$ cat src/timer_ctl_defs.svh
`ifndef TIMER_CTL_DEFS_SVH
`define TIMER_CTL_DEFS_SVH

`define TCTL_ADDR 8'h88
`define TIMER_MODE_SELECT_ADDR 8'h89
`define TL0_ADDR 8'h8A
`define TH0_ADDR 8'h8C
`define TCTL_RESET 8'h00
`define TIMER_MODE_SELECT_RESET 8'h00
`define CNT_RESET 8'h00
`define TCTL_TF1 7
`define TCTL_TR1 6
`define TCTL_TF0 5
`define TCTL_TR0 4
`define TCTL_IE1 3
`define TCTL_IT1 2
`define TCTL_IE0 1
`define TCTL_IT0 0
`define TIMER_MODE_SELECT_GATE0 3
`define TIMER_MODE_SELECT_CT0 2
`define TIMER_MODE_SELECT_M1 1
`define TIMER_MODE_SELECT_M0 0
`define MODE13_MAX 13'h1FFF

`endif

$ cat src/timer_ctl_pkg.sv
package timer_ctl_pkg;
   typedef enum logic [1:0] {
      MODE_13BIT,
      MODE_16BIT,
      MODE_8BIT_RELOAD,
      MODE_SPLIT
   } t0_mode_e;
endpackage

$ cat src/timer_edge_if.sv
`timescale 1ns/1ps
`default_nettype none
interface timer_edge_if;
   logic pin;
   logic fall;
   modport det (input pin, output fall);
   modport user (output pin, input fall);
endinterface
`default_nettype wire

$ cat src/timer_fall_detect.sv
`timescale 1ns/1ps
`default_nettype none
module timer_fall_detect (
   // Clock and reset.
   input wire logic clk,
   input wire logic sys_rst,
   // Pin and edge.
   timer_edge_if.det e
);
   logic last;

   // Remembers the level sampled in the previous cycle.
   always_ff @(posedge clk) begin
      if (sys_rst) begin
         last <= 1'b1;
      end else begin
         last <= e.pin;
      end
   end

   // High in the cycle the pin is low after a high sample.
   assign e.fall = last & ~e.pin;
endmodule
`default_nettype wire

$ cat src/timer_ctl.sv
// Design decision made here: the plain strobed port.
`timescale 1ns/1ps
`default_nettype none
`include "timer_ctl_defs.svh"

module timer_ctl (
   // Clock and reset.
   input wire logic clk,
   input wire logic sys_rst,
   // Register port.
   input wire logic [7:0] addr,
   input wire logic [7:0] wdata,
   input wire logic wr,
   input wire logic rd,
   output logic [7:0] rdata,
   // Single-bit write port.
   input wire logic [2:0] bit_sel,
   input wire logic bit_val,
   input wire logic bit_wr,
   // Pins.
   input wire logic ext_irq_zero_pin,
   input wire logic ext_irq_one_pin,
   input wire logic timer_zero_count_pin,
   // Timer one overflow and acknowledges.
   input wire logic timer_one_ovf,
   input wire logic ack_t0,
   input wire logic ack_t1,
   input wire logic ack_x0,
   input wire logic ack_x1,
   // Status.
   output logic timer_one_run,
   output logic timer_zero_overflow_flag,
   output logic timer_one_overflow_flag,
   output logic ext_irq_zero_flag,
   output logic ext_irq_one_flag
);
   import timer_ctl_pkg::*;

   logic [7:0] timer_control;
   logic [7:0] timer_mode_select;
   logic [7:0] timer_zero_low_byte;
   logic [7:0] timer_zero_high_byte;
   logic cw;
   logic [7:0] next_ctl;
   logic cnt_fall;
   logic x0_fall;
   logic x1_fall;
   logic lo_tick;
   logic hi_tick;
   logic lo_ovf;
   logic hi_ovf;
   logic ovf0;
   logic [12:0] c13;
   t0_mode_e mode;

   timer_edge_if cnt_if ();
   timer_edge_if x0_if ();
   timer_edge_if x1_if ();
   assign cnt_if.pin = timer_zero_count_pin;
   assign x0_if.pin = ext_irq_zero_pin;
   assign x1_if.pin = ext_irq_one_pin;
   assign cnt_fall = cnt_if.fall;
   assign x0_fall = x0_if.fall;
   assign x1_fall = x1_if.fall;

   timer_fall_detect u_cnt (.clk(clk), .sys_rst(sys_rst), .e(cnt_if));
   timer_fall_detect u_x0 (.clk(clk), .sys_rst(sys_rst), .e(x0_if));
   timer_fall_detect u_x1 (.clk(clk), .sys_rst(sys_rst), .e(x1_if));

   assign mode = t0_mode_e'(timer_mode_select[`TIMER_MODE_SELECT_M1:`TIMER_MODE_SELECT_M0]);

   // Low-byte counter enable: run bit, gate and clock source.
   always_comb begin
      lo_tick = timer_control[`TCTL_TR0]
         & (~timer_mode_select[`TIMER_MODE_SELECT_GATE0] | ext_irq_zero_pin)
         & (~timer_mode_select[`TIMER_MODE_SELECT_CT0] | cnt_fall);
   end

   // High byte in split mode counts clocks on the timer one run bit.
   assign hi_tick = (mode == MODE_SPLIT) & timer_control[`TCTL_TR1];
   assign c13 = {timer_zero_high_byte, timer_zero_low_byte[4:0]};

   always_comb begin
      case (mode)
         MODE_13BIT: lo_ovf = lo_tick & (c13 == `MODE13_MAX);
         MODE_16BIT: lo_ovf = lo_tick & (&{timer_zero_high_byte, timer_zero_low_byte});
         MODE_8BIT_RELOAD: lo_ovf = lo_tick & (&timer_zero_low_byte);
         MODE_SPLIT: lo_ovf = lo_tick & (&timer_zero_low_byte);
         default: lo_ovf = 1'b0;
      endcase
   end
   assign hi_ovf = hi_tick & (&timer_zero_high_byte);
   assign ovf0 = lo_ovf;

   // Timer zero count bytes with software writes.
   always_ff @(posedge clk) begin
      if (sys_rst) begin
         timer_zero_low_byte <= `CNT_RESET;
         timer_zero_high_byte <= `CNT_RESET;
      end else begin
         case (mode)
            MODE_13BIT: begin
               if (lo_tick) begin
                  timer_zero_low_byte <= {3'b000, c13[4:0] + 5'h01} | 
                     (timer_zero_low_byte & 8'hE0);
                  if (&c13[4:0]) begin
                     timer_zero_high_byte <= timer_zero_high_byte + 8'h01;
                  end
               end
            end
            MODE_16BIT: begin
               if (lo_tick) begin
                  timer_zero_low_byte <= timer_zero_low_byte + 8'h01;
                  if (&timer_zero_low_byte) begin
                     timer_zero_high_byte <= timer_zero_high_byte + 8'h01;
                  end
               end
            end
            MODE_8BIT_RELOAD: begin
               if (lo_ovf) begin
                  timer_zero_low_byte <= timer_zero_high_byte;
               end else if (lo_tick) begin
                  timer_zero_low_byte <= timer_zero_low_byte + 8'h01;
               end
            end
            MODE_SPLIT: begin
               if (lo_tick) begin
                  timer_zero_low_byte <= timer_zero_low_byte + 8'h01;
               end
               if (hi_tick) begin
                  timer_zero_high_byte <= timer_zero_high_byte + 8'h01;
               end
            end
            default: begin
               timer_zero_low_byte <= timer_zero_low_byte;
            end
         endcase
         if (wr && addr == `TL0_ADDR) begin
            timer_zero_low_byte <= wdata;
         end
         if (wr && addr == `TH0_ADDR) begin
            timer_zero_high_byte <= wdata;
         end
      end
   end

   // Mode select register.
   always_ff @(posedge clk) begin
      if (sys_rst) begin
         timer_mode_select <= `TIMER_MODE_SELECT_RESET;
      end else if (wr && addr == `TIMER_MODE_SELECT_ADDR) begin
         timer_mode_select <= wdata;
      end
   end

   // Software view of the control register: byte or single bit.
   assign cw = (wr && addr == `TCTL_ADDR) || bit_wr;
   always_comb begin
      next_ctl = timer_control;
      if (wr && addr == `TCTL_ADDR) begin
         next_ctl = wdata;
      end else if (bit_wr) begin
         next_ctl[bit_sel] = bit_val;
      end
   end

   // Control register: hardware sets win over clears.
   always_ff @(posedge clk) begin
      if (sys_rst) begin
         timer_control <= `TCTL_RESET;
      end else begin
         timer_control[`TCTL_TR1] <= cw ? next_ctl[`TCTL_TR1] : timer_control[`TCTL_TR1];
         timer_control[`TCTL_TR0] <= cw ? next_ctl[`TCTL_TR0] : timer_control[`TCTL_TR0];
         timer_control[`TCTL_IT1] <= cw ? next_ctl[`TCTL_IT1] : timer_control[`TCTL_IT1];
         timer_control[`TCTL_IT0] <= cw ? next_ctl[`TCTL_IT0] : timer_control[`TCTL_IT0];
         // In split mode the high byte takes over the timer one flag.
         if ((mode == MODE_SPLIT) ? hi_ovf : timer_one_ovf) begin
            timer_control[`TCTL_TF1] <= 1'b1;
         end else if (ack_t1) begin
            timer_control[`TCTL_TF1] <= 1'b0;
         end else if (cw) begin
            timer_control[`TCTL_TF1] <= next_ctl[`TCTL_TF1];
         end
         if (ovf0) begin
            timer_control[`TCTL_TF0] <= 1'b1;
         end else if (ack_t0) begin
            timer_control[`TCTL_TF0] <= 1'b0;
         end else if (cw) begin
            timer_control[`TCTL_TF0] <= next_ctl[`TCTL_TF0];
         end
         if (!timer_control[`TCTL_IT1]) begin
            timer_control[`TCTL_IE1] <= ~ext_irq_one_pin;
         end else if (x1_fall) begin
            timer_control[`TCTL_IE1] <= 1'b1;
         end else if (ack_x1) begin
            timer_control[`TCTL_IE1] <= 1'b0;
         end else if (cw) begin
            timer_control[`TCTL_IE1] <= next_ctl[`TCTL_IE1];
         end
         if (!timer_control[`TCTL_IT0]) begin
            timer_control[`TCTL_IE0] <= ~ext_irq_zero_pin;
         end else if (x0_fall) begin
            timer_control[`TCTL_IE0] <= 1'b1;
         end else if (ack_x0) begin
            timer_control[`TCTL_IE0] <= 1'b0;
         end else if (cw) begin
            timer_control[`TCTL_IE0] <= next_ctl[`TCTL_IE0];
         end
      end
   end

   // Read data registered one cycle after the strobe.
   always_ff @(posedge clk) begin
      if (sys_rst) begin
         rdata <= 8'h00;
      end else if (rd) begin
         case (addr)
            `TCTL_ADDR: rdata <= timer_control;
            `TIMER_MODE_SELECT_ADDR: rdata <= timer_mode_select;
            `TL0_ADDR: rdata <= timer_zero_low_byte;
            `TH0_ADDR: rdata <= timer_zero_high_byte;
            default: rdata <= 8'h00;
         endcase
      end else begin
         rdata <= 8'h00;
      end
   end

   assign timer_one_run = timer_control[`TCTL_TR1] & (mode != MODE_SPLIT);
   assign timer_zero_overflow_flag = timer_control[`TCTL_TF0];
   assign timer_one_overflow_flag = timer_control[`TCTL_TF1];
   assign ext_irq_zero_flag = timer_control[`TCTL_IE0];
   assign ext_irq_one_flag = timer_control[`TCTL_IE1];

   a_run_stop_hold: assert property (@(posedge clk) disable iff (sys_rst)
      !timer_control[`TCTL_TR0] && !wr && mode != MODE_SPLIT
      |=> $stable(timer_zero_low_byte))
      else $error("Timer zero low byte moved while stopped.");
   a_gate_block: assert property (@(posedge clk) disable iff (sys_rst)
      timer_mode_select[`TIMER_MODE_SELECT_GATE0] && !ext_irq_zero_pin |-> !lo_tick)
      else $error("Gated timer counted with pin low.");
   a_ovf0_sets: assert property (@(posedge clk) disable iff (sys_rst)
      ovf0 |=> timer_control[`TCTL_TF0])
      else $error("Overflow did not set timer zero flag.");
   a_ack0_clears: assert property (@(posedge clk) disable iff (sys_rst)
      ack_t0 && !ovf0 |=> !timer_control[`TCTL_TF0])
      else $error("Acknowledge did not clear timer zero flag.");
   a_lvl_x0: assert property (@(posedge clk) disable iff (sys_rst)
      !timer_control[`TCTL_IT0] && !cw |=> timer_control[`TCTL_IE0] == !$past(ext_irq_zero_pin))
      else $error("Level flag zero does not follow pin.");
   a_edge_x1: assert property (@(posedge clk) disable iff (sys_rst)
      timer_control[`TCTL_IT1] && x1_fall |=> timer_control[`TCTL_IE1])
      else $error("Falling edge did not set flag one.");
   a_reload_low: assert property (@(posedge clk) disable iff (sys_rst)
      mode == MODE_8BIT_RELOAD && lo_ovf && !wr
      |=> timer_zero_low_byte == $past(timer_zero_high_byte) && $stable(timer_zero_high_byte))
      else $error("Reload did not copy high byte.");
   a_wrap13: assert property (@(posedge clk) disable iff (sys_rst)
      mode == MODE_13BIT && lo_tick && c13 == `MODE13_MAX && !wr
      |=> timer_control[`TCTL_TF0] && timer_zero_high_byte == 8'h00)
      else $error("13-bit wrap wrong.");
   a_ovf1_sets: assert property (@(posedge clk) disable iff (sys_rst)
      mode != MODE_SPLIT && timer_one_ovf
      |=> timer_control[`TCTL_TF1])
      else $error("Timer one overflow did not set its flag.");
   a_split_tf1: assert property (@(posedge clk) disable iff (sys_rst)
      mode == MODE_SPLIT && hi_ovf
      |=> timer_control[`TCTL_TF1])
      else $error("Split high byte overflow did not set flag one.");
   a_ack1_clears: assert property (@(posedge clk) disable iff (sys_rst)
      ack_t1 && !((mode == MODE_SPLIT) ? hi_ovf : timer_one_ovf)
      |=> !timer_control[`TCTL_TF1])
      else $error("Acknowledge did not clear timer one flag.");
   a_split_high: assert property (@(posedge clk) disable iff (sys_rst)
      mode == MODE_SPLIT && timer_control[`TCTL_TR1] && !(wr && addr == `TH0_ADDR)
      |=> timer_zero_high_byte == $past(timer_zero_high_byte) + 8'h01)
      else $error("Split high byte did not count a clock.");
   a_edge_x0: assert property (@(posedge clk) disable iff (sys_rst)
      timer_control[`TCTL_IT0] && x0_fall
      |=> timer_control[`TCTL_IE0])
      else $error("Falling edge did not set flag zero.");
   a_lvl_x1: assert property (@(posedge clk) disable iff (sys_rst)
      !timer_control[`TCTL_IT1] && !cw
      |=> timer_control[`TCTL_IE1] == !$past(ext_irq_one_pin))
      else $error("Level flag one does not follow pin.");
   a_ack_x0: assert property (@(posedge clk) disable iff (sys_rst)
      timer_control[`TCTL_IT0] && ack_x0 && !x0_fall
      |=> !timer_control[`TCTL_IE0])
      else $error("Acknowledge did not clear flag zero.");
   a_ack_x1: assert property (@(posedge clk) disable iff (sys_rst)
      timer_control[`TCTL_IT1] && ack_x1 && !x1_fall
      |=> !timer_control[`TCTL_IE1])
      else $error("Acknowledge did not clear flag one.");
   a_ctl_reset: assert property (@(posedge clk)
      sys_rst
      |=> timer_control == `TCTL_RESET)
      else $error("Control register not cleared by reset.");
   a_bit_write: assert property (@(posedge clk) disable iff (sys_rst)
      bit_wr && !(wr && addr == `TCTL_ADDR) && bit_sel == 3'(`TCTL_TR0)
      |=> timer_control[`TCTL_TR0] == $past(bit_val))
      else $error("Single-bit write did not reach the run bit.");
   a_byte_write: assert property (@(posedge clk) disable iff (sys_rst)
      wr && addr == `TCTL_ADDR
      |=> timer_control[`TCTL_TR0] == $past(wdata[`TCTL_TR0]))
      else $error("Byte write did not reach the run bit.");
   a_timer_tick: assert property (@(posedge clk) disable iff (sys_rst)
      timer_control[`TCTL_TR0] && !timer_mode_select[`TIMER_MODE_SELECT_GATE0]
      && !timer_mode_select[`TIMER_MODE_SELECT_CT0] |-> lo_tick)
      else $error("Timer zero missed a clock.");
   a_count_edge: assert property (@(posedge clk) disable iff (sys_rst)
      timer_mode_select[`TIMER_MODE_SELECT_CT0] && !cnt_fall
      |-> !lo_tick)
      else $error("Counter zero counted without a falling edge.");
   a_count16: assert property (@(posedge clk) disable iff (sys_rst)
      mode == MODE_16BIT && lo_tick && !wr
      |=> {timer_zero_high_byte, timer_zero_low_byte} == $past({timer_zero_high_byte, timer_zero_low_byte}) + 16'h0001)
      else $error("16-bit count did not advance by one.");
   a_tr0_stop: assert property (@(posedge clk) disable iff (sys_rst)
      !timer_control[`TCTL_TR0]
      |-> !lo_tick)
      else $error("Timer zero counted while stopped.");
endmodule
`default_nettype wire

$ cat config.mk
export PLATFORM = sky130hd
export DESIGN_NAME = timer_ctl
export DESIGN_NICKNAME = d
export VERILOG_FILES = /design/src/timer_ctl_pkg.sv /design/src/timer_edge_if.sv /design/src/timer_fall_detect.sv /design/src/timer_ctl.sv
export VERILOG_INCLUDE_DIRS = /design/src
export SDC_FILE = /design/constraint.sdc
export NUM_CORES = 1
export LEC_CHECK = 0
export ABC_AREA = 0
export BUFFER_PORTS_ARGS = -buffer_cell sky130_fd_sc_hd__buf_2
export CELL_PAD_IN_SITES_DETAIL_PLACEMENT = 0
export CELL_PAD_IN_SITES_GLOBAL_PLACEMENT = 1
export CORE_MARGIN = 2
export CORE_UTILIZATION = 30
export CTS_BUF_LIST = sky130_fd_sc_hd__clkbuf_2 sky130_fd_sc_hd__clkbuf_4 sky130_fd_sc_hd__clkbuf_8
export DETAILED_ROUTE_END_ITERATION = 12
export PLACE_DENSITY = 0.72
export REMOVE_ABC_BUFFERS = 1
export SLEW_MARGIN = 25
export SYNTH_ARGS = -nofsm -noshare
export SYNTH_HDL_FRONTEND = slang
export SYNTH_HIERARCHICAL = 1
export SYNTH_SLANG_ARGS = --single-unit
export TNS_END_PERCENT = 30
$ cat constraint.sdc
create_clock -name clk -period 2.99 [get_ports clk]
set_clock_uncertainty 0.1 [all_clocks]
set_input_delay 0.299 -clock clk [delete_from_list [all_inputs] [get_ports clk]]
set_output_delay 0.299 -clock clk [all_outputs]
set_load 0.02 [all_outputs]
# Word level (Yosys, flattened, before mapping)
# Cells that the tools add are included.
[totals]
regBits = 43
wordCells = 116
output_inout_bits = 13
[classes]
n_bitwise = 20
mux = 34
n_reduce_logical = 26
n_addsub = 3
eq_ne = 19
order_cmp = 2
[op_table]
columns = ["op", "count"]
rows = [
  ["8-bit two-way mux", 12],
  ["8-bit one-hot mux with 3 select lines", 2],
  ["8-bit equality test, second input constant", 4],
  ["8-bit one-hot mux with 4 select lines", 1],
  ["3-bit inequality test, second input constant", 6],
  ["8-bit by 1-bit adder with 8-bit output, second input constant", 2],
  ["1-bit two-way mux", 16],
  ["16-bit AND reduction", 1],
  ["8-bit AND reduction", 2],
  ["13-bit equality test, second input constant", 1],
  ["4-bit nonzero test", 3],
  ["1-bit AND", 11],
  ["5-bit by 3-bit inequality test with 1-bit output, second input constant", 2],
  ["2-bit AND reduction", 5],
  ["8-bit bitwise mux", 1],
  ["4-bit by 2-bit inequality test with 1-bit output, second input constant", 2],
  ["5-bit by 8-bit bitwise OR with 8-bit output", 1],
  ["1-bit NOT", 6],
  ["6-bit AND reduction", 1],
  ["3-bit nonzero test", 2],
  ["2-bit OR reduction", 3],
  ["5-bit by 1-bit adder with 5-bit output, second input constant", 1],
  ["1-bit logical AND", 5],
  ["5-bit AND reduction", 1],
  ["other kinds (11)", 13],
]

# Depth between registers and ports, before layout
[logic_depth]
ltp_word = 11
ltp_mapped = 9
depth_no_buf = 9

# Cells and area by module
# The synthesis kept the hierarchy.
[modules_own_cells]
columns = ["mod", "area_per_inst_um2", "seq_area_each_um2", "cells_each", "instances"]
rows = [
  ["timer_ctl", 2479.9, 800.8, 301, 1],
  ["timer_fall_detect", 35.0, 20.0, 3, 3],
]

# Worst setup path before layout
# OpenSTA, ideal clock, no wires.
[synth_path]
path_type = "register -> register"
from = "reg timer_zero_low_byte[0]"
to = "reg timer_zero_low_byte[6]"
path_slack_ps = 763
arrival_ps = 2028
synth_period_minus_slack_ps = 2227
path_buffers = 0
path_stages_with_launch = 8
t_required_ps = 2790
setup_ps = 100
cell_sequence = "dfxtp_1 ha_1 and4_1 nand2_1 o21a_1 nor2_2 mux2_1 a2111oi_4"
[synth_via]
elab_chain_cells = 6
[synth_rtl]
columns = ["item", "line", "text"]
rows = [
  ["from (decl)", "timer_ctl.sv:41", "logic [7:0] timer_zero_low_byte;"],
  ["from (signal assigned)", "timer_ctl.sv:98", "timer_zero_low_byte <= `CNT_RESET;"],
  ["from (signal assigned)", "timer_ctl.sv:104", "timer_zero_low_byte <= {3'b000, c13[4:0] + 5'h01} |"],
  ["from (signal assigned)", "timer_ctl.sv:113", "timer_zero_low_byte <= timer_zero_low_byte + 8'h01;"],
  ["branches (longest 4 deep; another with 8-bit by 1-bit adder with 8-bit output)", "-", ""],
  ["8-bit one-hot mux with 3 select lines *", "timer_ctl.sv:101", "case (mode)"],
  ["8-bit two-way mux *", "timer_ctl.sv:138", "if (wr && addr == `TL0_ADDR) begin"],
]
# Mark *: on every way between the ends.
# A chain may end at the register's enable or synchronous reset.

# Worst setup path in the final report
# Ends and elaborated chain as after synthesis.

==> metrics.csv <==
stage,metric,value,unit
drt,drt_iter0_markers,230,
sta,min_period,2560,ps
hold_path,holdPathStages,2,
global_route,antenna_found_initial,0,
clocking,ctsResizeCount,0,
setup_path,cp-start-kind,flip-flop,
clocking,cts.clk_slew.worst_paths,90,ps
drt,antenna_left,0,
drt,wl_met1,3.70,mm
logic_synthesis,synth_seq_cells,43,
die,rows,33,
global_route,grt_start_max_net_pins,23,
clocking,cts_max_level,2,
power_and_ir_drop,p_per_area,383,nW/um2
logic_synthesis,synth_flop_cell,dfxtp_1,
sta,hold_viol,0,
global_route,grt_pass1_vias,2466,
power_and_ir_drop,peakVddDrop,181,uV
clocking,ctsHoldBuffers,0,
drt,wl_per_cell,18.1,um
sta,setup_viol,0,
power_and_ir_drop,clkPwrFrac,0.409,
die,dieArea,9380,um2
clocking,insertion_delay,310,ps
cells_and_area,final_nets,389,
global_route,grt_overflow_total,0,
clocking,post_cts_buffers,0,
drt,top_layer,met4,
sta,post-route-period-util,0.857,
die,io_pins,46,
power_and_ir_drop,seq_power_share,0.507,
sta,setup_slack,426,ps
logic_synthesis,yosys.cell_types.count,63,
power_and_ir_drop,p_leak,1.10,nW
setup_path,required,3110,ps
sta,worst_pin_slew,715,ps
drt,dr_wl_met2,3.94,mm
setup_path,cp-end-kind,flip-flop,
placed_design,post-place-ws,491,ps
clocking,cts_sinks,43,
setup_path,crit_fanout,8,
logic_synthesis,ys_seq_area_frac,0.333,
global_route,grt_pass1_wl,13.4,mm
drt,wirelength,8.29,mm
logic_synthesis,syn_inst,310,
placed_design,io_buffers,45,
drt,drc_errors,0,
sta,slew_viol_final,0,
clocking,cts_root_buf,clkbuf_8,
logic_synthesis,yosys.area.top_type,dfxtp_1,
clocking,cts_buffer_depth,2,
status,status,finished clean,
cells_and_area,drive_above_1_share,0.215,
cells_and_area,diodes,0,
power_and_ir_drop,netSwitchingFraction,0.250,
power_and_ir_drop,p_sw,0.289,mW
setup_path,r2r_cells,7,
die,die_w,96.8,um
global_route,grt_use_total,0.177,
die,core_area,8300,um2
die,start_util,0.311,
sta,max_freq,390,MHz
drt,drt_first_pass_iters,5,
hold_path,holdCritPathClass,input pin to flip-flop,
logic_synthesis,synthTopCellsByArea,"dfxtp_1 (33%), a21oi_1 (6.0%), a22oi_1 (4.6%)",
logic_synthesis,synth_top_area_frac,0.333,
die,die_h,96.8,um
placed_design,dp_hpwl,6.24,mm
logic_synthesis,synthArstFlopShare,0,
sta,max_slew_margin,0.523,
drt,vias,2559,
clocking,cts_buffers,5,
placed_design,gp_congestion,0.866,
drt,routed_via_density,5.58,
sta,rsz0062_at_grt,no,
power_and_ir_drop,combPwrFrac,0.084,
logic_synthesis,synth-warning-count,6,
logic_synthesis,synthesis.area,2580,um2
drt,wl_met3,556,um
clocking,cts_tree,yes,
sta,finalSetupTns,0,ps
cells_and_area,syn_to_final_growth,17.0,%
setup_path,critical_path_class,flip-flop to flip-flop,
setup_path,critPathArrivalTime,2680,ps
power_and_ir_drop,internal_power,0.868,mW
logic_synthesis,synth_edf_count,0,
logic_synthesis,avgSynthCellArea,8.34,um2
run,drv_cap,0,
## power by group through the flow
stage | combinational, mW | sequential [mW] | clock [mW]
5_1_grt | 0.108 | 0.587 | 0.496
6_report | 0.0976 | 0.586 | 0.474
2_1_floorplan | 0.0328 | 0.600 | 0
3_5_place_dp | 0.0981 | 0.600 | 0
3_3_place_gp | 0.0979 | 0.600 | 0
4_1_cts | 0.0985 | 0.586 | 0.482
## layer usage
metal / global-route usage / up-vias
li1: - / 1232
met1: 0.240 / 1198
met2: 0.299 / 117
met3: 0.0275 / 12
met4: 0.0390 / 0
met5: 0 / -
## logic make-up (layout without fill, tap and decap cells)
family                     Yosys count  in the layout  share of synthesized area
AOI/OAI and AO/OA                   90             90                      0.243
buffers and inverters               26             70                     0.0494
adders and majority gates            3              3                     0.0145
muxes                               10             10                     0.0397
DFF                                 43             43                      0.333
xor gates and xnor gates            12             12                     0.0407
and+or+nand+nor                    126            126                      0.279
## flip-flops by register name (all words and copies together), names as in the netlist
name,count
timer_zero_high_byte,8
u_x1/last,1
u_x0/last,1
rdata,8
timer_mode_select,8
timer_zero_low_byte,8
u_cnt/last,1
timer_control,8
## worst paths after layout
path                                 end                   start  slack, ps
hold reg to reg     timer_mode_select[5]    timer_mode_select[5]        360
setup / recovery  timer_zero_low_byte[6]  timer_zero_low_byte[0]        430
hold / removal                u_cnt/last    timer_zero_count_pin         80
setup reg to reg  timer_zero_low_byte[6]  timer_zero_low_byte[0]        430
## stage by stage
step / instance area, um2 / hold slack (ps) / power, mW / util / instances
after floorplan: 2490 / 268 / 0.633 / - / 292
after global placement: 2910 / 343 / 0.698 / 0.351 / 451
after detailed placement: 2910 / 347 / 0.698 / 0.351 / 451
after CTS: 3020 / 80.2 / 1.17 / 0.364 / 459
after global routing: 3020 / 75.5 / 1.19 / 0.364 / 459
final: 3020 / 81.0 / 1.16 / 0.364 / 459
## synthesized netlist by cell type, drive strengths merged, types with 2 or more instances
cell type and n:
dfxtp 43, mux2i 8, and3 10, clkbuf 8, a31oi 3, and4 3, nand4 4, a211oi 13
o21ai 6, a22oi 16, a21oi 31, a311oi 4, buf 10, nor4b 2, and2b 3, nand3 13
inv 8, nor3b 2, ha 3, nor2b 2, nor4bb 4, xor2 4, nand2 28, or2 3
nor3 3, and2 6, nand2b 3, xnor2 8, mux2 2, nor4 4, nor2 32, a211o 3
## worst max-delay path: stages (launching register included)
cell and delay (ps):
dfxtp_1 510, ha_1 240, and4_1 310, nand2_1 180, o21a_1 250, nor2_2 150
mux2_1 390, a2111oi_4 340
## cell usage in the layout, fill, tap and decap left out, types with 2 or more instances in the layout
cell / count
and4_1: 3
a211o_1: 3
o21ai_1: 2
a22oi_1: 16
o21ai_0: 3
buf_4: 9
mux2i_1: 8
and2b_2: 3
nor2b_1: 2
ha_1: 3
and2_1: 6
xnor2_1: 8
dfxtp_1: 43
and3_1: 9
a211oi_1: 13
nand2_1: 27
or2_1: 3
nand2b_1: 3
nor4_1: 3
clkbuf_8: 5
nor3_1: 3
inv_1: 8
nor4bb_1: 4
nor2_1: 31
nand4_1: 4
nor3b_1: 2
a21oi_1: 31
nand3_1: 13
xor2_1: 4
a311oi_1: 3
a31oi_1: 3
buf_2: 45
## final cells by class
class	count	area [um2]
repair buffers	54	293
flip-flops and latches	43	861
multi-input cells	241	1600
clock inverters	3	43.8
fillers	843	5280
clock buffers	5	68.8
well taps	105	131
inverters	8	30.0
Note: power is estimated with default switching activity, not from simulation.
